File: src/rtl/wwd_cfg.svh
// Register offsets, field positions, reset values and counts of the watchdog
`ifndef WWD_CFG_SVH
`define WWD_CFG_SVH
`define WWD_OFF_MODE      8'h00
`define WWD_OFF_TCONST    8'h04
`define WWD_OFF_FEED      8'h08
`define WWD_OFF_COUNT     8'h0C
`define WWD_OFF_CLKSEL    8'h10
`define WWD_OFF_WARN      8'h14
`define WWD_OFF_WINDOW    8'h18
`define WWD_OFF_STAT      8'h1C
`define WWD_OFF_MASK      8'h20
`define WWD_MODE_EN       0
`define WWD_MODE_RSTMODE  1
`define WWD_MODE_RSTFLAG  2
`define WWD_MODE_WINEN    3
`define WWD_CLK_SRC       0
`define WWD_CLK_CPU       8
`define WWD_CLK_FRQ_LSB   4
`define WWD_ST_TIMEOUT    0
`define WWD_ST_WARN       1
`define WWD_ST_FEEDERR    2
`define WWD_FEED_FIRST    8'hAA
`define WWD_FEED_SECOND   8'h55
`define WWD_TC_MIN        24'h0000FF
`define WWD_TC_RESET      24'h0000FF
`define WWD_WIN_RESET     24'hFFFFFF
`define WWD_WARN_RESET    10'h000
`define WWD_FRQ_RESET     4'h0
`define WWD_RST_CYCLES    4'hF
`endif

File: src/rtl/wwd_pkg.sv
// Types shared by the windowed watchdog
package wwd_pkg;
    typedef struct packed {
        logic        psel;
        logic        penable;
        logic        pwrite;
        logic [7:0]  paddr;
        logic [31:0] pwdata;
    } wwd_apb_req_t;

    typedef enum logic [1:0] {
        WWD_IDLE  = 2'b00,
        WWD_ARMED = 2'b01,
        WWD_RUN   = 2'b11
    } wwd_state_t;
endpackage

File: src/rtl/wwd_top.sv
// Windowed watchdog with APB registers, tick selection and fault response
// How it works
// Running watchdog reaching zero without valid reload forces a chip reset, or interrupt in interrupt mode.
// With window enabled, a feed in the run state while count above window is a violation.
// Warning flag raised when the count equals the programmed warning value.
// Enable is set-only; cleared by reset or by a fault response.
// Bad feed sequence gives chip reset, or interrupt in interrupt mode.
// A readable flag records that the watchdog forced a chip reset.
// 24-bit down counter, tick divided by four, minimum constant 256 counts.
// Tick source selectable between internal RC and dedicated oscillator.
// Oscillator frequency code and CPU clock selection driven as outputs.
// Software must feed periodically inside the window to avoid reset.
// Feed is AA then 55 back to back; only the pair reloads and starts the count.
`include "wwd_cfg.svh"
`timescale 1ns/100ps
`default_nettype none
module wwd_top #(
    parameter int CW = 24,
    parameter int WW = 10
) (
    input  wire logic                 clk_in,
    input  wire logic                 resetn_in,
    input  wire wwd_pkg::wwd_apb_req_t apb_in,
    input  wire logic                 irc_tick_in,
    input  wire logic                 wdo_tick_in,
    output logic [31:0]               prdata_out,
    output logic                      pready_out,
    output logic                      pslverr_out,
    output logic                      irq_out,
    output logic                      chip_reset_out,
    output logic [3:0]                osc_freq_out,
    output logic                      cpu_clk_sel_out
);
    import wwd_pkg::*;

    function automatic logic is_mapped(input logic [7:0] a);
        is_mapped = (a == `WWD_OFF_MODE)   || (a == `WWD_OFF_TCONST) ||
                    (a == `WWD_OFF_FEED)   || (a == `WWD_OFF_COUNT)  ||
                    (a == `WWD_OFF_CLKSEL) || (a == `WWD_OFF_WARN)   ||
                    (a == `WWD_OFF_WINDOW) || (a == `WWD_OFF_STAT)   ||
                    (a == `WWD_OFF_MASK);
    endfunction

    // Two-stage sync plus a third stage for edge detection
    logic [1:0] sync1;
    logic [1:0] sync2;
    logic [1:0] sync3;
    logic [1:0] raw_tick;
    assign raw_tick = {wdo_tick_in, irc_tick_in};

    genvar g;
    generate
        for (g = 0; g < 2; g++) begin : g_sync
            always_ff @(posedge clk_in or negedge resetn_in) begin
                if (!resetn_in) begin
                    sync1[g] <= 1'b0;
                    sync2[g] <= 1'b0;
                    sync3[g] <= 1'b0;
                end else begin
                    sync1[g] <= raw_tick[g];
                    sync2[g] <= sync1[g];
                    sync3[g] <= sync2[g];
                end
            end
        end
    endgenerate

    wwd_state_t    state;
    wwd_state_t    next_state;
    logic          en;
    logic          next_en;
    logic          rst_mode;
    logic          next_rst_mode;
    logic          rst_flag;
    logic          next_rst_flag;
    logic          win_en;
    logic          next_win_en;
    logic [CW-1:0] tconst;
    logic [CW-1:0] next_tconst;
    logic [CW-1:0] count;
    logic [CW-1:0] next_count;
    logic [CW-1:0] window;
    logic [CW-1:0] next_window;
    logic [WW-1:0] warn;
    logic [WW-1:0] next_warn;
    logic          clk_src;
    logic          next_clk_src;
    logic [3:0]    next_osc_freq;
    logic          next_cpu_sel;
    logic [2:0]    stat;
    logic [2:0]    next_stat;
    logic [2:0]    mask;
    logic [2:0]    next_mask;
    logic [1:0]    presc;
    logic [1:0]    next_presc;
    logic          feed_half;
    logic          next_feed_half;
    logic [3:0]    rst_cnt;
    logic [3:0]    next_rst_cnt;
    logic [31:0]   next_prdata;
    logic          next_pready;
    logic          next_pslverr;
    logic          next_irq;

    logic          setup;
    logic          access;
    logic          wr;
    logic          rd;
    logic          tick;
    logic          tick4;
    logic          feed_wr;
    logic          good_feed;
    logic          feed_err;
    logic          win_viol;
    logic          timeout;
    logic          fault;
    logic [2:0]    set_bits;
    logic [2:0]    clr_bits;
    logic [31:0]   rmux;

    always_comb begin
        setup  = apb_in.psel && !apb_in.penable;
        access = apb_in.psel && apb_in.penable && pready_out;
        wr     = access && apb_in.pwrite;
        rd     = access && !apb_in.pwrite;

        // Selected source, one pulse per rising edge
        tick  = clk_src ? (sync2[1] && !sync3[1])
                        : (sync2[0] && !sync3[0]);
        tick4 = tick && (presc == 2'h3);
        next_presc = tick ? presc + 2'h1 : presc;

        // Pair must be back to back: any other access breaks it
        feed_wr   = wr && (apb_in.paddr == `WWD_OFF_FEED);
        good_feed = feed_wr && feed_half &&
                    (apb_in.pwdata[7:0] == `WWD_FEED_SECOND);
        feed_err  = access && en && !good_feed &&
                    (feed_half || (feed_wr &&
                     apb_in.pwdata[7:0] != `WWD_FEED_FIRST));
        next_feed_half = feed_half;
        if (access) begin
            next_feed_half = feed_wr && !feed_half &&
                (apb_in.pwdata[7:0] == `WWD_FEED_FIRST);
        end

        win_viol = good_feed && win_en && (state == WWD_RUN) &&
                   (count > window);
        timeout  = (state == WWD_RUN) && tick4 &&
                   (count == '0) && !good_feed;
        fault    = timeout || feed_err || win_viol;

        next_state    = state;
        next_en       = en;
        next_count    = count;
        next_rst_cnt  = (rst_cnt != 4'h0) ? rst_cnt - 4'h1 : rst_cnt;
        next_rst_flag = rst_flag;
        set_bits      = 3'h0;
        clr_bits      = 3'h0;

        if (state == WWD_RUN && tick4 && count != '0) begin
            next_count = count - 1'b1;
            if (count - 1'b1 == {{(CW-WW){1'b0}}, warn}) begin
                set_bits[`WWD_ST_WARN] = 1'b1;
            end
        end

        if (good_feed && !win_viol) begin
            next_count = tconst;
            if (en) begin
                next_state = WWD_RUN;
            end
        end

        if (timeout) begin
            set_bits[`WWD_ST_TIMEOUT] = 1'b1;
        end
        if (feed_err || win_viol) begin
            set_bits[`WWD_ST_FEEDERR] = 1'b1;
        end

        // Software writes, then fault response so it overrides enable
        next_rst_mode = rst_mode;
        next_win_en   = win_en;
        next_tconst   = tconst;
        next_window   = window;
        next_warn     = warn;
        next_clk_src  = clk_src;
        next_osc_freq = osc_freq_out;
        next_cpu_sel  = cpu_clk_sel_out;
        next_mask     = mask;
        if (wr) begin
            unique case (apb_in.paddr)
                `WWD_OFF_MODE: begin
                    if (apb_in.pwdata[`WWD_MODE_EN]) begin
                        next_en = 1'b1;
                        if (state == WWD_IDLE) begin
                            next_state = WWD_ARMED;
                        end
                    end
                    next_rst_mode = apb_in.pwdata[`WWD_MODE_RSTMODE];
                    next_win_en   = apb_in.pwdata[`WWD_MODE_WINEN];
                    if (apb_in.pwdata[`WWD_MODE_RSTFLAG]) begin
                        next_rst_flag = 1'b0;
                    end
                end
                `WWD_OFF_TCONST: begin
                    // Below the minimum would break the 256-count floor
                    next_tconst = (apb_in.pwdata[CW-1:0] < `WWD_TC_MIN) ?
                        `WWD_TC_MIN : apb_in.pwdata[CW-1:0];
                end
                `WWD_OFF_CLKSEL: begin
                    next_clk_src  = apb_in.pwdata[`WWD_CLK_SRC];
                    next_cpu_sel  = apb_in.pwdata[`WWD_CLK_CPU];
                    next_osc_freq =
                        apb_in.pwdata[`WWD_CLK_FRQ_LSB +: 4];
                end
                `WWD_OFF_WARN:   next_warn   = apb_in.pwdata[WW-1:0];
                `WWD_OFF_WINDOW: next_window = apb_in.pwdata[CW-1:0];
                `WWD_OFF_MASK:   next_mask   = apb_in.pwdata[2:0];
                default: ;
            endcase
        end
        if (rd && apb_in.paddr == `WWD_OFF_STAT) begin
            clr_bits = 3'h7;
        end

        if (fault) begin
            next_en    = 1'b0;
            next_state = WWD_IDLE;
            if (rst_mode) begin
                next_rst_cnt  = `WWD_RST_CYCLES;
                next_rst_flag = 1'b1;
            end
        end

        // Set wins over read-clear
        next_stat = (stat & ~clr_bits) | set_bits;
        next_irq  = |(next_stat & next_mask);

        rmux = 32'h0000_0000;
        unique case (apb_in.paddr)
            `WWD_OFF_MODE: begin
                rmux[`WWD_MODE_EN]      = en;
                rmux[`WWD_MODE_RSTMODE] = rst_mode;
                rmux[`WWD_MODE_RSTFLAG] = rst_flag;
                rmux[`WWD_MODE_WINEN]   = win_en;
            end
            `WWD_OFF_TCONST: rmux[CW-1:0] = tconst;
            `WWD_OFF_COUNT:  rmux[CW-1:0] = count;
            `WWD_OFF_CLKSEL: begin
                rmux[`WWD_CLK_SRC]          = clk_src;
                rmux[`WWD_CLK_CPU]          = cpu_clk_sel_out;
                rmux[`WWD_CLK_FRQ_LSB +: 4] = osc_freq_out;
            end
            `WWD_OFF_WARN:   rmux[WW-1:0] = warn;
            `WWD_OFF_WINDOW: rmux[CW-1:0] = window;
            `WWD_OFF_STAT:   rmux[2:0]    = stat;
            `WWD_OFF_MASK:   rmux[2:0]    = mask;
            default: ;
        endcase
        // Data captured in setup so the answer comes one cycle later
        next_pready  = setup;
        next_pslverr = setup && !is_mapped(apb_in.paddr);
        next_prdata  = (setup && !apb_in.pwrite) ? rmux : 32'h0000_0000;
    end

    always_ff @(posedge clk_in or negedge resetn_in) begin
        if (!resetn_in) begin
            state           <= WWD_IDLE;
            en              <= 1'b0;
            rst_mode        <= 1'b0;
            rst_flag        <= 1'b0;
            win_en          <= 1'b0;
            tconst          <= `WWD_TC_RESET;
            count           <= `WWD_TC_RESET;
            window          <= `WWD_WIN_RESET;
            warn            <= `WWD_WARN_RESET;
            clk_src         <= 1'b0;
            osc_freq_out    <= `WWD_FRQ_RESET;
            cpu_clk_sel_out <= 1'b0;
            stat            <= 3'h0;
            mask            <= 3'h0;
            presc           <= 2'h0;
            feed_half       <= 1'b0;
            rst_cnt         <= 4'h0;
            chip_reset_out  <= 1'b0;
            irq_out         <= 1'b0;
            prdata_out      <= 32'h0000_0000;
            pready_out      <= 1'b0;
            pslverr_out     <= 1'b0;
        end else begin
            state           <= next_state;
            en              <= next_en;
            rst_mode        <= next_rst_mode;
            rst_flag        <= next_rst_flag;
            win_en          <= next_win_en;
            tconst          <= next_tconst;
            count           <= next_count;
            window          <= next_window;
            warn            <= next_warn;
            clk_src         <= next_clk_src;
            osc_freq_out    <= next_osc_freq;
            cpu_clk_sel_out <= next_cpu_sel;
            stat            <= next_stat;
            mask            <= next_mask;
            presc           <= next_presc;
            feed_half       <= next_feed_half;
            rst_cnt         <= next_rst_cnt;
            chip_reset_out  <= (next_rst_cnt != 4'h0);
            irq_out         <= next_irq;
            prdata_out      <= next_prdata;
            pready_out      <= next_pready;
            pslverr_out     <= next_pslverr;
        end
    end
endmodule
`default_nettype wire

File: config.mk
export PLATFORM = sky130hd
export DESIGN_NAME = wwd_top
export DESIGN_NICKNAME = d
export VERILOG_FILES = /design/src/rtl/wwd_pkg.sv /design/src/rtl/wwd_top.sv
export VERILOG_INCLUDE_DIRS = /design/src /design/src/rtl
export SDC_FILE = /design/constraint.sdc
export NUM_CORES = 1
export LEC_CHECK = 0
export ABC_AREA = 1
export BUFFER_PORTS_ARGS = -buffer_cell sky130_fd_sc_hd__buf_2
export CORE_ASPECT_RATIO = 1.5
export CORE_MARGIN = 1
export CORE_UTILIZATION = 54
export DETAILED_ROUTE_END_ITERATION = 8
export PLACE_DENSITY = 0.77
export SYNTH_ARGS = -nofsm -noshare
export SYNTH_HDL_FRONTEND = slang
export SYNTH_SLANG_ARGS = --single-unit
export TNS_END_PERCENT = 20
File: constraint.sdc
create_clock -name clk_in -period 1.9 [get_ports clk_in]
set_input_delay 0.38 -clock clk_in [delete_from_list [all_inputs] [get_ports clk_in]]
set_output_delay 0.38 -clock clk_in [all_outputs]
set_load 0.03 [all_outputs]
After elaboration in Yosys (flattened, before gate mapping)
Index checks and enable logic that the tools add are counted.
Widths: inputs -> output; s select.
{"block": "word_totals", "ff_bits": 141, "input_bits": 47, "output_inout_bits": 41, "wordCells": 153}
{"block": "classes", "addsub": 3, "order_cmp": 2, "eq_ne": 14, "mux": 37, "n_bitwise": 4, "n_reduce_logical": 65}
{"operator": "$mux 24", "n": 4}
{"operator": "$pmux 14 s3", "n": 1}
{"operator": "$eq 8x5->1 const B", "n": 4}
{"operator": "$logic_and 1x1->1", "n": 28}
{"operator": "$pmux 5 s5", "n": 1}
{"operator": "$eq 24x10->1", "n": 1}
{"operator": "$gt 24x24->1", "n": 1}
{"operator": "$logic_not 24->1", "n": 1}
{"operator": "$lt 24x8->1 const B", "n": 1}
{"operator": "$reduce_bool 24->1", "n": 1}
{"operator": "$sub 24x1->24 const B", "n": 1}
{"operator": "$eq 8x4->1 const B", "n": 2}
{"operator": "$mux 1", "n": 14}
{"operator": "$mux 2", "n": 7}
{"operator": "$pmux 2 s7", "n": 1}
{"operator": "$logic_or 1x1->1", "n": 12}
{"operator": "$mux 4", "n": 3}
{"operator": "$reduce_and 2->1", "n": 5}
{"operator": "$mux 3", "n": 3}
{"operator": "$eq 8x3->1 const B", "n": 1}
{"operator": "$eq 8x6->1 const B", "n": 1}
{"operator": "$eq 8x7->1 const B", "n": 1}
{"operator": "$eq 8x8->1 const B", "n": 1}
{"operator": "$logic_not 1->1", "n": 8}
{"operator": "16 further kinds", "n": 22}

Logic depth before layout (Yosys ltp)
Gate-level depths: netlist of run 1.
{"block": "depth", "ltp_word": 17, "ltp_mapped": 16, "mapped_depth_nobuf": 16}

Worst setup path before layout of run 1
Ideal clock, no wire load.
{"block": "synth_path", "kind": "register to register", "startpoint": "reg window[23]", "endpoint": "reg count[17]", "setup_time_ps": 125, "arrival_time_ps": 1906, "required_time_ps": 1775, "setup_slack_ps": -131, "path_stages_with_launch": 16, "n_path_buf": 2, "period_less_slack_ps": 2031, "cell_sequence": "dfstp_2 > inv_1 > ha_1 > nand2_1 > nor2_1 > nand2_1 > nor3_2 > nand2_1 > nand2_1 > nor2_2 > nand2_2 > nand2_2 > buf_6 > buf_6 > nand3_1 > nand3_1"}
{"block": "synth_between", "elab_chain_len": 5, "elab_cells_between_ends": 6, "classes_between": "order compare: 1; mux: 1; reduce/logical: 4"}
{"element": "start: declaration", "line": "wwd_top.sv:82", "rtl": "logic [CW-1:0] window;"}
{"element": "start signal: assignment", "line": "wwd_top.sv:276", "rtl": "window <= `WWD_WIN_RESET;"}
{"element": "start signal: assignment", "line": "wwd_top.sv:299", "rtl": "window <= next_window;"}
{"element": "$gt 24x24->1 (*)", "line": "wwd_top.sv:147", "rtl": "(count > window);"}
{"element": "$logic_and 1x1->1 (*)", "line": "wwd_top.sv:146", "rtl": "win_viol = good_feed && win_en && (state == WWD_RUN) &&"}
{"element": "$logic_not 1->1 (*)", "line": "wwd_top.sv:167", "rtl": "if (good_feed && !win_viol) begin"}
{"element": "$logic_and 1x1->1 (*)", "line": "wwd_top.sv:167"}
{"element": "$mux 24 or $reduce_bool 2->1 (tied branches)"}
{"element": "end signal: assignment", "line": "wwd_top.sv:275", "rtl": "count <= `WWD_TC_RESET;"}
{"element": "end signal: assignment", "line": "wwd_top.sv:298", "rtl": "count <= next_count;"}
{"element": "end: declaration", "line": "wwd_top.sv:80", "rtl": "logic [CW-1:0] count;"}
Every way passes the cells marked *; elsewhere a longest branch is shown, timed or not.
A chain may end at the register's enable or synchronous reset.

Worst setup path after layout of run 1
{"block": "layout_path", "startpoint": "reg window[21]", "endpoint": "reg en"}
{"block": "layout_between", "elab_chain_len": 5, "elab_cells_between_ends": 8, "classes_between": "order compare: 1; mux: 1; reduce/logical: 6"}
{"element": "$gt 24x24->1 (*)", "line": "wwd_top.sv:147"}
{"element": "$logic_and 1x1->1 (*)", "line": "wwd_top.sv:146"}
{"element": "$logic_or 1x1->1 (*)", "line": "wwd_top.sv:150", "rtl": "fault = timeout || feed_err || win_viol;"}
{"element": "$reduce_bool 2->1 (no source line)"}
{"element": "$reduce_and 3->1 (no source line)"}
{"element": "end signal: assignment", "line": "wwd_top.sv:293", "rtl": "en <= next_en;"}
{"element": "end: declaration", "line": "wwd_top.sv:70", "rtl": "logic en;"}
Marks and branches as above.

==> run_results.csv, run 1 <==
group,metric,value,unit
outcome,status,"finished, violations left",
outcome,violations,"negative setup slack",
detailed_routing,first_iter_violations,500,
timing,finClkSkew,0.00756,ns
min_path,hold_path_end,"sync1[0]",
cts,htreeDepth,4,
cts,clk_pin_slew,0.06,ns
global_route,grt_max_degree,49,
synthesis,yosys_register_bits,141,
setup_path,path_cells,"inv_1, ha_1, nand2_2, nor2_4, nand2_2, nor3_2, nand2_1, nand2_1, nor2_2, nand2_4, buf_12, nand3_4, buf_6, a21oi_2",
global_route,grt_overflow,0,
detailed_routing,drt-wirelength-per-cell,17.5,um
floorplan,core,14600,um2
timing,finalHoldViolCount,0,
timing,setup_viol,36,
min_path,holdPathStages,1,
global_route,grt_antenna_before_repair,0,
floorplan,row_count,54,
floorplan,die_h,152,um
synthesis,synth_area,8120,um2
timing,period_share,1.17,
final_layout,antenna_cells,0,
power,leakagePower,5.24,nW
min_path,hold_path.startpoint,"irc_tick_in",
setup_path,critPathTopFamily,"simple AND/OR/NAND/NOR gates",
timing,final_max_slew_viol_count,0,
detailed_routing,routed_wl,25700,um
power,pwr-share-seq,0.458,
setup_path,critPathMaxStageDelay,0.53,ns
floorplan,start_util,0.556,
place,place_inst,1431,
setup_path,cp-start-kind,"flip-flop",
power,power_switching,1.68,mW
floorplan,die_area,15500,um2
final_layout,multiInputGateArea,4200,um2
final_layout,nets,1335,
final_layout,syn_to_final_growth,33.1,%
power,pwr-share-clk,0.484,
setup_path,r2r_end,"en",
setup_path,cp_max_fo,3,
timing,finalCriticalPeriod,2.22,ns
setup_path,crit_arrival,2.57,ns
global_route,grt_pass1_vias,8385,
power,peakVddDrop,0.000698,V
setup_path,worstSetupStartpoint,"window[21]",
place,dp_hpwl,18700,um
place,io_buffers,71,
timing,layout_setup_ws,-0.318,ns
setup_path,crit_path_end_kind,"flip-flop",
power,p_per_area,623,nW/um2
detailed_routing,drcViolationCount,0,
detailed_routing,avgViaCountPerCell,5.53,
min_path,hp-class,"input port to flip-flop",
place,gp_congestion,0.999,
flow_run,maxCapViolations,0,
floorplan,ios,88,
final_layout,final_core_util,0.740,
detailed_routing,antenna_left,0,
cts,cts_root_buffer,"clkbuf_16",
final_layout,final.fill_count,1133,
power,internal_power,5.04,mW
cts,clock_latency,0.43,ns
synthesis,syn_avg_cell_area,7.77,um2
timing,max_freq,451,MHz
setup_path,crit_path_top_delay_cell,"dfstp_2",
setup_path,worstRegToRegCells,14,
final_layout,layout.cells.non_filler,1469,
timing,rsz0062_at_grt,"yes",
cts,cts.sinks,141,
synthesis,yosys_warnings,0,
synthesis,ys_types,48,
floorplan,die_x,102,um
detailed_routing,vias,8123,
final_layout,ff_latch_area,3580,um2
global_route,grt_pass1_wl,41700,um
detailed_routing,dr.pass1.iters,5,
setup_path,rrSetupSlack,-0.32,ns
setup_path,path_class,"flip-flop to flip-flop",
cts,clk_path_buf_depth,2,
global_route,grtUsageTotal,0.356,
cts,cts_made_buffers,17,
final_layout,drive_gt1_frac,0.326,
synthesis,synth_cells,1044,
synthesis,synth.yosys.seq_area_share,0.441,
setup_path,rr_startpoint,"window[21]",
cts,cts_tree,"done",
setup_path,worst-path-buf-inv,3,
power,swShare,0.250,
power,p_comb_frac,0.058,
setup_path,critPathRequiredTime,2.25,ns
routing by layer:
metal  wire (um)  GRT usage  vias up
met5           0          0        -
met3        1600     0.0734      130
met1        8780      0.371     3817
li1            -          -     3835
met2       13500      0.625      341
met4        1810      0.243        0
worst max path at each step:
stage,to,slack (ns),cells past startpoint
after floorplan,count[17],-0.12,15
final,en,-0.32,14
after detailed placement,count[8],-0.39,13
after global routing,count[19],-0.44,14
after CTS,count[19],-0.26,12
after global placement,chip_reset_out,-0.35,12
power by group through the flow:
stage	Clock, mW	Sequential, mW	Combinational (mW)
after global placement	0	3.13	0.376
after detailed placement	0	3.13	0.384
after global routing	3.40	3.08	0.444
after CTS	3.28	3.08	0.393
final	3.25	3.08	0.390
after floorplan	0	3.13	0.183
flip-flops by register name, indices dropped and copies added, names as in the netlist, 4 cells and up:
register and flops:
warn 10, rst_cnt 4, count 24, window 24, prdata_out 24, tconst 24, osc_freq_out 4
placed cells by master, fill, tap and decap left out, types with 15 or more instances in the layout:
| cell type | instances |
|---|---|
| nand2_1 | 246 |
| buf_4 | 146 |
| inv_1 | 119 |
| dfrtp_1 | 101 |
| nand3_1 | 88 |
| nor2_1 | 81 |
| buf_2 | 70 |
| o21ai_0 | 62 |
| dfstp_2 | 40 |
| a21oi_1 | 28 |
| a31oi_1 | 23 |
| inv_2 | 18 |
| nand4_1 | 17 |
| clkbuf_16 | 17 |
| o21ai_1 | 15 |
cells by family after synthesis:
| group | after synthesis | share of synthesized area |
|---|---|---|
| simple gates | 510 | 0.287 |
| buf+inv | 179 | 0.0933 |
| compound gates | 171 | 0.120 |
| flops | 141 | 0.441 |
| fa+ha+maj | 28 | 0.0432 |
| xor+xnor | 13 | 0.0140 |
| other cells | 1 | 0.000462 |
| mux | 1 | 0.00139 |
area by class of cell:
class | instances | share of cell area
well taps | 196 | 0.0227
clock buffers | 17 | 0.0394
repair buffers | 230 | 0.155
flip-flops and latches | 141 | 0.331
clock inverters | 15 | 0.0139
inverters | 139 | 0.0484
multi-input cells | 731 | 0.389
cell usage after synthesis, drive strengths merged:
cell | number | share of area
buf | 28 | 0.023
xor2 | 8 | 0.0086
nand2 | 266 | 0.13
clkbuf | 12 | 0.0056
o21ai | 80 | 0.050
ha | 28 | 0.043
a21oi | 35 | 0.022
nor2 | 109 | 0.065
nor3 | 5 | 0.0051
o211a | 1 | 0.0012
o22ai | 10 | 0.0077
a2111oi | 1 | 0.0011
dfstp | 40 | 0.13
o31ai | 1 | 0.00093
a211oi | 1 | 0.00093
clkinv | 2 | 0.0011
o21bai | 1 | 0.00093
nand3b | 2 | 0.0018
o211ai | 8 | 0.0074
or2 | 1 | 0.00077
dfrtp | 101 | 0.31
mux2 | 1 | 0.0014
o21a | 3 | 0.0028
a221oi | 6 | 0.0065
conb | 1 | 0.00046
a31oi | 23 | 0.018
nand4 | 17 | 0.013
nand3 | 105 | 0.068
nor4 | 5 | 0.0039
inv | 137 | 0.063
o2111ai | 1 | 0.0011
xnor2 | 5 | 0.0054
repair_timing:
item / 4_1_cts / 5_1_grt
gates cloned: 1 / 0
endpoints found under the hold margin: 27 / 0
endpoints found under the setup margin: 36 / 37
hold buffers: 1 / 0
gates resized for setup: 72 / 12
setup buffers: 5 / 0
pin swaps: 19 / 1
per-stage QoR:
step | total power [mW] | instance area (um2) | hold slack [ns] | worst slack (ns) | TNS (ns)
6_report | 6.72 | 10800 | 0.0529 | -0.318 | -9.77
5_1_grt | 6.93 | 10800 | 0.0478 | -0.441 | -13.89
4_1_cts | 6.76 | 10700 | 0.0444 | -0.264 | -7.99
3_5_place_dp | 3.52 | 9740 | 0.341 | -0.388 | -12.25
3_3_place_gp | 3.51 | 9740 | 0.335 | -0.350 | -11.15
2_1_floorplan | 3.32 | 8140 | 0.0844 | -0.121 | -2.45
(Power assumes the default switching activity.)
==> run 2: changes to the inputs <==
- CORE_UTILIZATION: 54 -> 40
- PLACE_DENSITY: 0.77 -> unset
- SETUP_SLACK_MARGIN: unset -> 0.4
==> run_results.csv, run 2 (synthesis gave the netlist of run 1 again) <==
group,metric,value,unit
outcome,status,"finished, violations left",
outcome,violations,"negative setup slack",
global_route,grt_pass1_wl,41000,um
power,leakagePower,5.35,nW
final_layout,ff_latch_area,3580,um2
detailed_routing,avgViaCountPerCell,5.12,
final_layout,nets,1338,
timing,layout_setup_ws,-0.310,ns
global_route,grt_antenna_before_repair,0,
place,dp_hpwl,19600,um
global_route,grtUsageTotal,0.261,
timing,period_share,1.16,
final_layout,mostFrequentLayoutCells,"nand2_1 (227), buf_4 (145), inv_1 (117)",
setup_path,rrSetupSlack,-0.31,ns
timing,rsz0062_at_grt,"yes",
detailed_routing,dr.pass1.iters,7,
place,gp_congestion,0.924,
detailed_routing,vias,7861,
cts,cts_made_buffers,17,
cts,clk_path_buf_depth,2,
timing,whs,0.0507,ns
setup_path,critPathRequiredTime,2.22,ns
power,p_per_area,632,nW/um2
setup_path,crit_path_end_kind,"flip-flop",
setup_path,r2r_end,"count[12]",
global_route,grt_max_degree,43,
cts,cts.sinks,141,
global_route,grt_overflow,0,
timing,final_max_slew_viol_count,0,
setup_path,crit_arrival,2.53,ns
floorplan,die_x,118,um
floorplan,start_util,0.409,
timing,setup_viol,36,
power,total_power,7.09,mW
detailed_routing,antenna_left,0,
floorplan,die_h,176,um
setup_path,cp_max_fo,8,
final_layout,final.fill_count,1880,
power,peakVddDrop,0.000520,V
place,io_buffers,71,
floorplan,row_count,63,
setup_path,worstSetupStartpoint,"window[23]",
cts,cts_tree,"done",
detailed_routing,routed_wl,25800,um
cts,clk_pin_slew,0.06,ns
cts,cts_root_buffer,"clkbuf_16",
detailed_routing,first_iter_violations,437,
setup_path,worstRegToRegCells,14,
timing,finClkSkew,0.00827,ns
detailed_routing,drt-wirelength-per-cell,16.8,um
timing,finalHoldViolCount,0,
cts,clock_latency,0.43,ns
cts,htreeDepth,4,
setup_path,path_class,"flip-flop to flip-flop",
flow_run,maxCapViolations,0,
setup_path,crit_end,"count[12]",
final_layout,drive_gt1_frac,0.361,
min_path,hp-class,"input port to flip-flop",
final_layout,syn_to_final_growth,38.2,%
timing,finalCriticalPeriod,2.21,ns
floorplan,core,19900,um2
detailed_routing,drcViolationCount,0,
global_route,grt_pass1_vias,7998,
setup_path,rr_startpoint,"window[23]",
floorplan,die_area,20900,um2
final_layout,multiInputGateArea,4400,um2
timing,max_freq,452,MHz
setup_path,cp-start-kind,"flip-flop",
final_layout,layout_commonest_cell,"nand2_1",
floorplan,ios,88,
final_layout,antenna_cells,0,
## run 2: cell types whose count changed in the layout (fill, tap and decap cells not counted), moves of 9 or more
cell and delta:
nor2_1 -15, nand2_1 -19, nand3_1 -10, nand2_2 +13, nor2_4 +16, nand3_2 +9
## run 2: what timing repair did
item | 4_1_cts | 5_1_grt
gates resized for setup | 80 | 91
pin swaps | 20 | 41
cloned | 2 | 1
setup buffers | 1 | 2
endpoints found under the setup margin | 60 | 85
hold endpoints to repair | 22 | 0
hold buffers | 1 | 0
## run 2: metrics by stage
step / util / setup slack [ns] / instance area (um2) / setup TNS [ns] / std cells
after global placement: 0.494 / -0.404 / 9820 / -14.35 / 1497
final: 0.565 / -0.310 / 11200 / -9.13 / 1536
after global routing: 0.565 / -0.435 / 11200 / -13.38 / 1536
after detailed placement: 0.494 / -0.459 / 9820 / -15.78 / 1497
after floorplan: - / -0.121 / 8140 / -2.45 / 1051
after CTS: 0.545 / -0.273 / 10800 / -8.24 / 1533
## run 2: area by class of cell
| type | count | area share |
|---|---|---|
| Clock buffer | 21 | 0.0393 |
| Clock inverter | 11 | 0.0171 |
| Inverter | 139 | 0.0480 |
| Multi-Input combinational cell | 731 | 0.393 |
| Sequential cell | 141 | 0.319 |
| Tap cell | 260 | 0.0290 |
| Timing Repair Buffer | 233 | 0.155 |
## run 2: where the power goes
| group | internal [mW] | switching (mW) | leakage (nW) |
|---|---|---|---|
| Sequential | 3.06 | 0.0257 | 1.75 |
| Clock | 2.32 | 1.29 | 0.297 |
| Combinational | 0.153 | 0.249 | 3.31 |
| Total | 5.53 | 1.56 | 5.35 |
## run 2: metal layers
layer  GRT usage  vias up  routed length, um
li1            -     3848                  -
met1       0.275     3709               9750
met2       0.475      232              13600
met3      0.0481       72               1010
met4       0.169        0               1480
met5           0        -                  0
## run 2: worst min-delay path by stage
stage,from,endpoint,depth (start not counted)
2_1_floorplan,resetn_in,chip_reset_out,0
3_3_place_gp,resetn_in,prdata_out[20],1
3_5_place_dp,resetn_in,prdata_out[20],1
4_1_cts,wdo_tick_in,sync1[1],1
5_1_grt,wdo_tick_in,sync1[1],1
6_report,irc_tick_in,sync1[0],1
## run 2: critical path: stages (launching register included)
cell and delay (ns):
dfstp_2 0.52, inv_2 0.04, ha_4 0.27, nand2_4 0.06, nor2_4 0.14, nand2_2 0.09, nor3_2 0.20, nand2_1 0.08
nand2_1 0.07, nor2_2 0.05, nand2_4 0.10, nand2_8 0.11, clkbuf_16 0.20, nand3_1 0.08, nand3_1 0.08
